===== config.mk =====
export PLATFORM = sky130hd
export DESIGN_NAME = fap_flash_ctrl
export DESIGN_NICKNAME = d
export VERILOG_FILES = /design/src/verilog/fap_flash_ctrl.v
export VERILOG_INCLUDE_DIRS = /design/src /design/src/verilog
export SDC_FILE = /design/constraint.sdc
export NUM_CORES = 1
export LEC_CHECK = 0
export ABC_AREA = 0
export BUFFER_PORTS_ARGS = -buffer_cell sky130_fd_sc_hd__buf_2
export CAP_MARGIN = 20
export CORE_AREA = 2 2 112 114
export CTS_CLUSTER_DIAMETER = 40
export DETAILED_ROUTE_END_ITERATION = 16
export DIE_AREA = 0 0 114 116
export GPL_TIMING_DRIVEN = 0
export PLACE_DENSITY = 0.67
export RECOVER_POWER = 100
export SLEW_MARGIN = 25
export SYNTH_ARGS = -nofsm -noshare
export SYNTH_HDL_FRONTEND = slang
export SYNTH_SLANG_ARGS = --single-unit

===== constraint.sdc =====
create_clock -name mclk -period 2.7 [get_ports mclk]
set_clock_uncertainty 0.05 [all_clocks]
set_input_delay 0.405 -clock mclk [delete_from_list [all_inputs] [get_ports mclk]]
set_output_delay 0.405 -clock mclk [all_outputs]
set_load 0.01 [all_outputs]

===== src/verilog/fap_map.vh =====
`ifndef FAP_MAP_VH
`define FAP_MAP_VH
// register block base and byte offsets
`define FAP_REG_BASE 16'h00F4
`define FAP_OFF_LOCK 2'h0
`define FAP_OFF_CONFIG 2'h1
`define FAP_OFF_TEST 2'h2
`define FAP_OFF_CONTROL 2'h3
// lock register field
`define FAP_LOCK_BIT 0
// config register field
`define FAP_CFG_GUARD_BIT 0
// test register fields
`define FAP_TST_STRESS_BIT 7
`define FAP_TST_GATE_DRAIN_SELECT_BIT 6
`define FAP_TST_HVSEEN_BIT 5
`define FAP_TST_LOWV_BIT 4
`define FAP_TST_OVR_BIT 3
`define FAP_TST_THRESHOLD_CHECK_ENABLE_BIT 2
`define FAP_TST_SPARE_BIT 1
// control register fields
`define FAP_CTL_SUPPLY_BIT 2
`define FAP_CTL_WIPE_BIT 1
`define FAP_CTL_ARM_BIT 0
// reset values
`define FAP_LOCK_RST 8'h00
`define FAP_CFG_RST 8'h01
`define FAP_TST_RST 8'h00
// array windows, top bit of the 16-bit address
`define FAP_WIN_HI 1'b1
`define FAP_WIN_LO 1'b0
// boot region size in kilobytes, top of the window
`define FAP_BOOT_KB_NEW 2'd2
`define FAP_BOOT_KB_OLD 2'd1
`endif


===== src/verilog/fap_flash_ctrl.v =====
`include "fap_map.vh"

// How it works
// - byte/aligned reads one cycle, misaligned two
// - program one byte/word; erase whole array only
// - 2-Kbyte boot region at top protected
// - early variant: 1-Kbyte boot region instead
// - single-chip reset: array at upper half
// - expanded reset: lower half, array disabled
// - 4-byte register block at reset base
// - normal mode: lock written once per reset
// - lock set blocks config register writes
// - guard bit frozen by lock or supply
// - guard bit blocks boot program and erase
// - normal mode: test bits ignore writes, read 0
// - low supply refuses arm unless overridden
// - spare row enabled overrides row decode
// - stress enable and gate/drain select outputs
// - read-only high-voltage-seen status bit
// - threshold check: pin drives gate, timeout off
// - low-voltage reference enable output
// - supply on freezes arm, wipe, guard
// - armed: capture next array write
module fap_flash_ctrl #(
   parameter EARLY_SILICON = 0, // 1 selects the 1-Kbyte boot region
   parameter ADDR_W = 14 // word address width of the 16-bit array
) (
   input wire mclk,
   input wire reset_n,
   input wire expanded_mode, // high: expanded mode at reset
   input wire special_mode_flag, // high: special (test) mode
   input wire prog_supply_pin, // high: supply at programming level
   input wire stress_hv_raw, // high-voltage detector during stress
   // register port
   input wire [1:0] reg_addr,
   input wire [7:0] reg_wdata,
   input wire reg_wr,
   input wire reg_rd,
   output reg [7:0] reg_rdata,
   // cpu array port
   input wire [15:0] cpu_addr,
   input wire cpu_rd,
   input wire cpu_wr,
   input wire cpu_word, // high: word access, low: byte
   input wire [15:0] cpu_wdata,
   output reg [15:0] cpu_rdata,
   output reg cpu_rvalid, // pulse with read data
   output reg cpu_busy, // high during second misaligned cycle
   // array macro side
   output reg [ADDR_W-1:0] arr_addr,
   output reg arr_spare_row,
   input wire [15:0] arr_rdata,
   output reg [ADDR_W-1:0] latch_addr,
   output reg [15:0] latch_data,
   output reg latch_word,
   output reg latch_hi_byte,
   output reg prog_pulse_on, // programming voltage to selected location
   output reg erase_pulse_on, // erase voltage to whole array
   output reg boot_erase_on, // erase includes boot region
   output reg stress_test_on,
   output reg gate_drain_select,
   output reg low_volt_ref_enable,
   output reg gate_from_pin,
   output reg sense_timeout_off,
   output reg array_enabled,
   output reg array_window
);
   reg flash_lock_reg; // write-once lock
   reg lock_written; // first normal-mode write taken
   reg boot_block_guard; // configuration guard bit
   reg [7:0] flash_test_reg; // test bits (hv-seen bit unused)
   reg capture_arm;
   reg wipe_select;
   reg high_voltage_apply;
   reg latched; // latches hold data since arm set
   reg mis_pend; // second half of a misaligned read pending
   reg [7:0] mis_lo; // first byte of a misaligned read
   reg [ADDR_W-1:0] mis_addr;
   reg stress_hv_seen;
   reg wr_blocked_l; // guard verdict for the latched address
   // the programming latches and the guard verdict are taken together,
   // so a later write to another address cannot open the boot region
   // while the supply is on; the verdict is held until the next capture

   // address decoding used by several processes is kept in functions so
   // the window and boot checks cannot drift apart between them.
   // true when address falls inside the currently mapped window
   function in_window;
      input [15:0] a;
      input win;
      begin
         in_window = (a[15] == win);
      end
   endfunction

   // true when address is inside the protected boot region
   function in_boot;
      input [15:0] a;
      begin
         if (EARLY_SILICON != 0) begin
            in_boot = (a[14:10] == 5'h1F);
         end else begin
            in_boot = (a[14:11] == 4'hF);
         end
      end
   endfunction

   wire normal_mode = ~special_mode_flag;
   // register decode uses the byte offset only; the block base is placed
   // by the bus decoder outside, at the reset base of the register block
   wire arr_hit = array_enabled & in_window(cpu_addr, array_window);
   wire wr_lock = reg_wr & (reg_addr == `FAP_OFF_LOCK);
   wire wr_cfg = reg_wr & (reg_addr == `FAP_OFF_CONFIG);
   wire wr_tst = reg_wr & (reg_addr == `FAP_OFF_TEST);
   wire wr_ctl = reg_wr & (reg_addr == `FAP_OFF_CONTROL);
   wire override = flash_test_reg[`FAP_TST_OVR_BIT];
   wire spare_on = flash_test_reg[`FAP_TST_SPARE_BIT] & special_mode_flag;
   wire arm_ok = prog_supply_pin | override;
   wire new_arm = reg_wdata[`FAP_CTL_ARM_BIT];
   wire new_supply = reg_wdata[`FAP_CTL_SUPPLY_BIT];
   // writes protected by the guard bit still reach the latches; only the program pulse is held off
   wire wr_blocked = boot_block_guard & in_boot(cpu_addr);
   // a misaligned word starts at an odd byte and needs the next word too
   wire mis = cpu_word & cpu_addr[0];
   wire [ADDR_W-1:0] cpu_waddr = cpu_addr[ADDR_W:1];

   // the map is taken from the mode strap on the first edge after reset;
   // in expanded modes the array sits in the lower window but stays
   // disabled, so the strap is sampled again until the lock register is
   // written or set; the map itself is left to the resource-mapping logic outside.
   // the lock bit is write-once per reset in normal modes: the first write
   // counts even when it writes 0, which is the safe reading for software
   // that only wants to leave the configuration open.
   // special mode lets the lock be set and cleared freely for test.
   // map, lock and configuration registers
   always @(posedge mclk or negedge reset_n) begin
      if (!reset_n) begin
         array_window <= `FAP_WIN_HI;
         array_enabled <= 1'b0;
         flash_lock_reg <= 1'b0;
         lock_written <= 1'b0;
         boot_block_guard <= 1'b1;
      end else begin
         // strap sampled after release: map follows the mode
         if (!lock_written && !array_enabled && !flash_lock_reg) begin
            array_window <= expanded_mode ? `FAP_WIN_LO : `FAP_WIN_HI;
            array_enabled <= ~expanded_mode;
         end
         if (wr_lock && (special_mode_flag || !lock_written)) begin
            flash_lock_reg <= reg_wdata[`FAP_LOCK_BIT];
            lock_written <= normal_mode | lock_written;
         end
         // guard moves only when unlocked and no supply applied
         if (wr_cfg && !flash_lock_reg && !high_voltage_apply) begin
            boot_block_guard <= reg_wdata[`FAP_CFG_GUARD_BIT];
         end
      end
   end

   // in normal mode the test bits are forced back to 0 every cycle, so a
   // stray write or a mode change cannot leave a stress or spare-row
   // setting behind; the cost is that test settings do not survive a
   // return to normal mode.
   // test register: writable only in special mode
   always @(posedge mclk or negedge reset_n) begin
      if (!reset_n) begin
         flash_test_reg <= `FAP_TST_RST;
      end else if (normal_mode) begin
         flash_test_reg <= `FAP_TST_RST;
      end else if (wr_tst) begin
         flash_test_reg <= reg_wdata;
      end
   end

   // the status bit only reports while stress is enabled, so a supply
   // left high outside a stress test does not show as a stress result
   // high-voltage status during stress, read only
   always @(posedge mclk or negedge reset_n) begin
      if (!reset_n) begin
         stress_hv_seen <= 1'b0;
      end else begin
         stress_hv_seen <= stress_hv_raw & flash_test_reg[`FAP_TST_STRESS_BIT];
      end
   end

   // the supply bit can only be raised with the arm bit held and the
   // latches filled; while the supply is on, arm and wipe are frozen so
   // the address and data under high voltage cannot be swapped mid-pulse.
   // clearing the supply bit is always taken.
   // control register: arm, wipe and supply interlocks
   always @(posedge mclk or negedge reset_n) begin
      if (!reset_n) begin
         capture_arm <= 1'b0;
         wipe_select <= 1'b0;
         high_voltage_apply <= 1'b0;
      end else if (wr_ctl) begin
         if (!high_voltage_apply) begin
            // arm can always clear; setting needs supply or override
            if (!new_arm || arm_ok) begin
               capture_arm <= new_arm;
            end
            wipe_select <= reg_wdata[`FAP_CTL_WIPE_BIT];
         end
         // supply needs arm held and latches written first
         high_voltage_apply <= new_supply & capture_arm & latched &
                              (new_arm | high_voltage_apply);
      end
   end

   // only the first array write after arming is captured; later writes
   // are dropped until arm is cleared, which also empties the latches.
   // misaligned word writes are refused as they would span two words.
   // programming latches fill on first array write after arming
   always @(posedge mclk or negedge reset_n) begin
      if (!reset_n) begin
         latched <= 1'b0;
         latch_addr <= {ADDR_W{1'b0}};
         latch_data <= 16'h0000;
         latch_word <= 1'b0;
         latch_hi_byte <= 1'b0;
      end else if (!capture_arm) begin
         latched <= 1'b0;
      end else if (cpu_wr && arr_hit && !latched && !high_voltage_apply &&
                   !(cpu_word && cpu_addr[0])) begin
         // misaligned words refused: one byte or aligned word only
         latched <= 1'b1;
         latch_addr <= cpu_waddr;
         latch_data <= cpu_wdata;
         latch_word <= cpu_word;
         latch_hi_byte <= ~cpu_addr[0];
      end
   end

   // the pulses follow the supply bit one cycle late; the timing of each
   // pulse is left to the programming software, which turns the supply
   // bit on and off.
   // a blocked program still lets the supply bit be set, so software sees
   // no error here; the boot contents simply stay as they were.
   // pulses to the array macro; erase covers the boot region only while the guard bit is clear
   always @(posedge mclk or negedge reset_n) begin
      if (!reset_n) begin
         prog_pulse_on <= 1'b0;
         erase_pulse_on <= 1'b0;
         boot_erase_on <= 1'b0;
      end else begin
         prog_pulse_on <= high_voltage_apply & ~wipe_select & ~wr_blocked_l;
         erase_pulse_on <= high_voltage_apply & wipe_select;
         boot_erase_on <= high_voltage_apply & wipe_select & ~boot_block_guard;
      end
   end

   // guard check on the latched address, held while supply is on
   always @(posedge mclk or negedge reset_n) begin
      if (!reset_n) begin
         wr_blocked_l <= 1'b0;
      end else if (cpu_wr && arr_hit && capture_arm && !latched) begin
         wr_blocked_l <= wr_blocked;
      end
   end

   // the array answers combinationally: in the first cycle it shows the
   // word of the cpu address, and in the second cycle of a misaligned
   // read it shows the word on arr_addr, which is then the next word.
   // byte order is big-endian: the even byte is the upper half of a word.
   // reads while the supply is on are ignored and give no valid pulse.
   // array reads; a misaligned word takes a second cycle
   always @(posedge mclk or negedge reset_n) begin
      if (!reset_n) begin
         arr_addr <= {ADDR_W{1'b0}};
         arr_spare_row <= 1'b0;
         cpu_rdata <= 16'h0000;
         cpu_rvalid <= 1'b0;
         cpu_busy <= 1'b0;
         mis_pend <= 1'b0;
         mis_lo <= 8'h00;
         mis_addr <= {ADDR_W{1'b0}};
      end else begin
         arr_spare_row <= spare_on;
         cpu_rvalid <= 1'b0;
         if (mis_pend) begin
            // second cycle: next word's upper byte completes the pair
            cpu_rdata <= {mis_lo, arr_rdata[15:8]};
            cpu_rvalid <= 1'b1;
            cpu_busy <= 1'b0;
            mis_pend <= 1'b0;
         end else if (cpu_rd && arr_hit && !high_voltage_apply) begin
            arr_addr <= capture_arm && !wipe_select ? latch_addr : cpu_waddr;
            if (mis) begin
               mis_pend <= 1'b1;
               cpu_busy <= 1'b1;
               mis_lo <= arr_rdata[7:0];
               mis_addr <= cpu_waddr + {{(ADDR_W-1){1'b0}}, 1'b1};
               arr_addr <= cpu_waddr + {{(ADDR_W-1){1'b0}}, 1'b1};
            end else begin
               cpu_rdata <= cpu_word ? arr_rdata :
                            {8'h00, cpu_addr[0] ? arr_rdata[7:0] : arr_rdata[15:8]};
               cpu_rvalid <= 1'b1;
            end
         end
      end
   end

   // all test outputs are registered from the test bits, so they move
   // one cycle after the register write and never glitch on the pins.
   // test outputs straight from the test bits
   always @(posedge mclk or negedge reset_n) begin
      if (!reset_n) begin
         stress_test_on <= 1'b0;
         gate_drain_select <= 1'b0;
         low_volt_ref_enable <= 1'b0;
         gate_from_pin <= 1'b0;
         sense_timeout_off <= 1'b0;
      end else begin
         stress_test_on <= flash_test_reg[`FAP_TST_STRESS_BIT];
         gate_drain_select <= flash_test_reg[`FAP_TST_GATE_DRAIN_SELECT_BIT];
         low_volt_ref_enable <= flash_test_reg[`FAP_TST_LOWV_BIT];
         gate_from_pin <= flash_test_reg[`FAP_TST_THRESHOLD_CHECK_ENABLE_BIT];
         sense_timeout_off <= flash_test_reg[`FAP_TST_THRESHOLD_CHECK_ENABLE_BIT];
      end
   end

   // read data stand only in the cycle after the strobe and are 0
   // otherwise, so an idle bus never shows stale register contents.
   // the control register reads back supply, wipe and arm in its low
   // three bits; the upper bits read 0.
   // register read data, valid the cycle after the strobe
   always @(posedge mclk or negedge reset_n) begin
      if (!reset_n) begin
         reg_rdata <= 8'h00;
      end else if (reg_rd) begin
         case (reg_addr)
            `FAP_OFF_LOCK: reg_rdata <= {7'h00, flash_lock_reg};
            `FAP_OFF_CONFIG: reg_rdata <= {7'h00, boot_block_guard};
            `FAP_OFF_TEST: begin
               // hv-seen bit comes from status, not the stored value
               reg_rdata <= normal_mode ? 8'h00 :
                  {flash_test_reg[7:6], stress_hv_seen, flash_test_reg[4:0]};
            end
            `FAP_OFF_CONTROL: begin
               reg_rdata <= {5'h00, high_voltage_apply, wipe_select, capture_arm};
            end
            default: reg_rdata <= 8'h00;
         endcase
      end else begin
         reg_rdata <= 8'h00;
      end
   end
endmodule // fap_flash_ctrl


### Yosys cells after proc, flatten, opt, wreduce, memory -nomap -nowiden

Index checks and enable logic that the tools add are counted.

* register bits after elaboration: 108
* latch bits: 0
* memory bits (writable): 0
* ROM bits: 0
* word-level logic and storage cells: 126
* memories kept: 0

* $add $sub $neg: 1
* $mul: 0
* divide/modulo/power cells: 0
* order comparisons: 0
* equal/unequal tests: 8
* shift operators: 0
* muxes and demuxes: 24
* bitwise logic cells: 27
* reduce and logical (&&, ||, !) cells: 35

Operator list (count)
* 2-to-1 mux 16 bit: 4
* 2-to-1 mux 8 bit: 5
* one-hot mux 8 bit (4 select lines): 1
* 2-to-1 mux 14 bit: 2
* bitwise AND 1 bit: 16
* logical AND 1 bit: 15
* adder 14 x 1 -> 14 bit, second input constant: 1
* 2-to-1 mux 1 bit: 12
* AND reduction 2 bit: 5
* zero test 1 bit: 8
* NOT 1 bit: 8
* AND reduction 3 bit: 2
* equality test 2 bit, second input constant: 2
* equality test 4 bit, second input constant: 1
* inequality test 2 x 1 -> 1 bit, second input constant: 2
* nonzero test 2 bit: 2
* bitwise OR 1 bit: 3
* equality test 2 x 1 -> 1 bit, second input constant: 1
* zero test 2 bit: 1
* logical OR 1 bit: 2
* inequality test 2 bit, second input constant: 1
* equality test 1 bit: 1

### Logic depth before layout (Yosys ltp)

* word-level depth: 8
* gate-level depth with buffers: 7
* mapped depth without buffers: 5

### Least setup slack after synthesis

No wires, ideal clock.

* path type: reg2reg
* start point: reg array_window
* end point: reg mis_lo[2]
* arrival: 1.937 ns
* data required time: 2.525 ns
* setup slack: 0.588 ns
* cell stages (with the launch flop): 7
* buffers on the path: 2
* cells stage by stage: dfstp_2 xor2_1 or4_1 buf_2 nor2_2 buf_4 mux2_2

* longest elaborated chain between the ends: 5

RTL lines
* from (decl): line fap_flash_ctrl.v:66 `output reg array_window`
* from (signal assigned): line fap_flash_ctrl.v:138 `` array_window <= `FAP_WIN_HI; ``
* from (signal assigned): line fap_flash_ctrl.v:146 `` array_window <= expanded_mode ? `FAP_WIN_LO : `FAP_WIN_HI; ``
* equality test 1 bit: line fap_flash_ctrl.v:92 `in_window = (a[15] == win);`
* bitwise AND 1 bit: line fap_flash_ctrl.v:111 `wire arr_hit = array_enabled & in_window(cpu_addr, array_window);`
* logical AND 1 bit (2 in series): line fap_flash_ctrl.v:286 `end else if (cpu_rd && arr_hit && !high_voltage_apply) begin`
* AND reduction 3 bit (no line)
* to (signal assigned): line fap_flash_ctrl.v:291 `mis_lo <= arr_rdata[7:0];`
* to (decl): line fap_flash_ctrl.v:77 `reg [7:0] mis_lo;`

Every way passes these cells.
A chain may end at the register's enable or synchronous reset.

### Final worst setup path

* start point: reg array_window
* end point: reg mis_lo[3]

The elaborated chain is that of the path after synthesis.

==> results by group <==
Clock tree
  • CTS Buf Count: 9
  • H-tree depth: 3
  • Clk buf depth: 2
  • Post-CTS sizing: 0
  • Root Driver: clkbuf_16
  • CTS tree: built
  • Skew-Pair Late Insertion Delay: 340 ps
  • Worst-path clk slew: 70 ps
  • Clock sinks: 107

Timing
  • Endpoints failing hold: 0
  • RSZ-0062 raised after global routing: false
  • Max Clk Rate: 412 MHz
  • Fin crit share: 89.9%
  • # setup viols final: 0
  • Tightest Pin Transition: 1170 ps
  • Slew Limit Fails: 0
  • Slew HR: 22.0%
  • Min Tclk post-route: 2430 ps
  • Fin worst setup slack: 272 ps

Routing
  • Routed wire length: 12000 um
  • First DRT Iteration DRCs: 260
  • Via count: 3748
  • DR pass1 iterations: 4
  • Met1 Wirelength: 5180 um
  • Met2 wire len: 5920 um
  • ANT nets after route: 0
  • Remaining DRCs: 0
  • Highest routed layer: met4
  • Average wire per standard cell: 17.2 um
  • DR WL met3: 707 um
  • Vias per cell: 5.39

Synth
  • Seq cells post-synth: 107
  • Synth top area share: 55.8%
  • Post-synth EDFFs: 0
  • Synthesis warning total: 0
  • Register area share after synthesis: 56.9%
  • FFs w/ async S/R, synth: 100%
  • Biggest area consumer among synthesized cells: dfrtp_1
  • Mapped Cells: 382
  • Synthesized cell area: 4710 um2
  • Primary FF master, synth: dfrtp_1
  • Synth area leaders: dfrtp_1, mux2_4, mux2i_1
  • Yosys cell types: 49
  • Mapped Nets: 452
  • Synth Area per Inst: 12.3 um2

Finish
  • Biggest regs: cpu_rdata x16, latch_data x16
  • Final core utilization: 48.4%
  • Final net count: 613
  • Area Overhead vs Synth: 22.4%
  • Share of post-route cells with drive strength above 1: 19.9%
  • Antenna Diode Count: 0
  • Fill count: 1163
  • Most frequent cells in the layout: dfrtp_1, clkbuf_1, buf_2
  • Commonest non-fill, non-tap cell in the layout: dfrtp_1

Critical path
  • Crit path max-delay cell type: dfstp_1
  • Crit path launch type: flip-flop
  • CP Data Required Time: 2880 ps
  • Crit path arrival time: 2610 ps
  • Critical path's largest stage delay: 560 ps
  • Worst Path Max Fanout: 10
  • Crit path max-delay family: simple AND/OR/NAND/NOR gates
  • Crit. End Element: flip-flop
  • Worst-path cell chain: xor2_1 -> or4_1 -> buf_2 -> nor2_1 -> buf_4 -> mux2_2
  • Crit path kind: reg2reg
  • WP buf/inv: 2

Status
  • Status: completed

Placement
  • Dpl ws: 316 ps
  • I/O Buffers: 148
  • Global placer's final weighted congestion: 0.869
  • Post-DP HPWL: 8580 um

Power and ir drop
  • Leakage: 2.67 nW
  • Pwr dens: 949 nW/um2
  • Peak supply drop: 0.464 mV

Floorplan
  • Die height: 116 um
  • Die ar.: 13200 um2
  • Starting Density: 39.6%
  • Num rows: 40
  • IO Count: 152
  • Die Width: 114 um
  • Area of the core: 11900 um2

Global route
  • Initial antenna violation count: 0
  • Vias in the first global route: 3799
  • Overflow after GRT: 0
  • First-pass GRT wire length: 19400 um
  • Largest net degree at the start of global routing: 64
  • GRT Total Usage: 18.7%

Worst hold path
  • Hold Path Class: in2reg

Job
  • Max cap viols: 0
routing by layer:
metal	track usage [%]	vias up
met4	7.89	0
met1	23.7	1890
met5	0	-
met2	31.6	138
li1	-	1708
met3	3.61	12
cells in the mapped netlist, drive strengths merged, types with 4 or more instances:
| cell type | instances |
|---|---|
| nor2 | 18 |
| o41ai | 10 |
| a22o | 8 |
| nor2b | 10 |
| nand2 | 40 |
| a21oi | 5 |
| nor3 | 10 |
| nor4 | 9 |
| nand4 | 4 |
| nand3 | 5 |
| dfrtp | 105 |
| buf | 10 |
| and2 | 11 |
| mux2i | 18 |
| a21o | 9 |
| o21ai | 13 |
| mux2 | 41 |
| clkbuf | 11 |
path summary, 6_finish.rpt:
path                                       end  cells after the start               from  slack [ps]
min in group asynchronous    gate_drain_select                      2            reset_n         800
max in group asynchronous          arr_addr[7]                      3            reset_n         920
hold / removal                    array_window                      2      expanded_mode         180
setup reg to reg                     mis_lo[3]                      6       array_window         270
setup / recovery                     mis_lo[3]                      6       array_window         270
hold reg to reg            low_volt_ref_enable                      0  flash_test_reg[4]         350
stage by stage:
step                TNS [ps]  hold slack [ps]  area [um2]  cells  power, mW
floorplan                  0             59.4        4710    382       3.61
global placement       -3360              323        5640    677       4.38
detailed placement         0              309        5670    678       4.46
CTS                        0              151        5980    695       5.82
global route               0              179        5770    695       5.81
finish                     0              181        5770    695       5.48
worst register-to-register path, delay by kind of cell, from the launching register on:
| kind | cells | cell delay, ps |
|---|---|---|
| xor gates and xnor gates | 1 | 180 |
| buffers and inverters | 2 | 460 |
| DFF | 1 | 560 |
| muxes | 1 | 360 |
| and+or+nand+nor | 2 | 710 |
report_power, final:
| part | internal [mW] | total, mW | switching [mW] |
|---|---|---|---|
| Clock | 0.770 | 1.34 | 0.565 |
| Combinational | 0.693 | 1.60 | 0.908 |
| Sequential | 2.18 | 2.54 | 0.363 |
| Total | 3.64 | 5.48 | 1.84 |
cell type report:
class / instances / area, um2 / share of cell area, %
Tap cell: 147 / 184 / 3.19
Buffer: 21 / 113 / 1.95
Inverter: 3 / 11.3 / 0.195
Timing Repair Buffer: 150 / 672 / 11.6
Clock inverter: 2 / 35.0 / 0.607
Multi-Input combinational cell: 251 / 1810 / 31.4
Sequential cell: 107 / 2680 / 46.5
Clock buffer: 14 / 264 / 4.58
what timing repair did:
action,CTS,global route
buffers inserted,0,0
hold endpoints to repair,42,0
hold buffers,1,0
kinds of logic after synthesis:
group,synth area share (%)
DFF,56.9
and+or+nand+nor,13.9
xor gates and xnor gates,0.558
buffers and inverters,2.81
muxes,16.1
adders and majority gates,0.265
AOI/OAI and AO/OA,9.48
(Power assumes the default switching activity.)
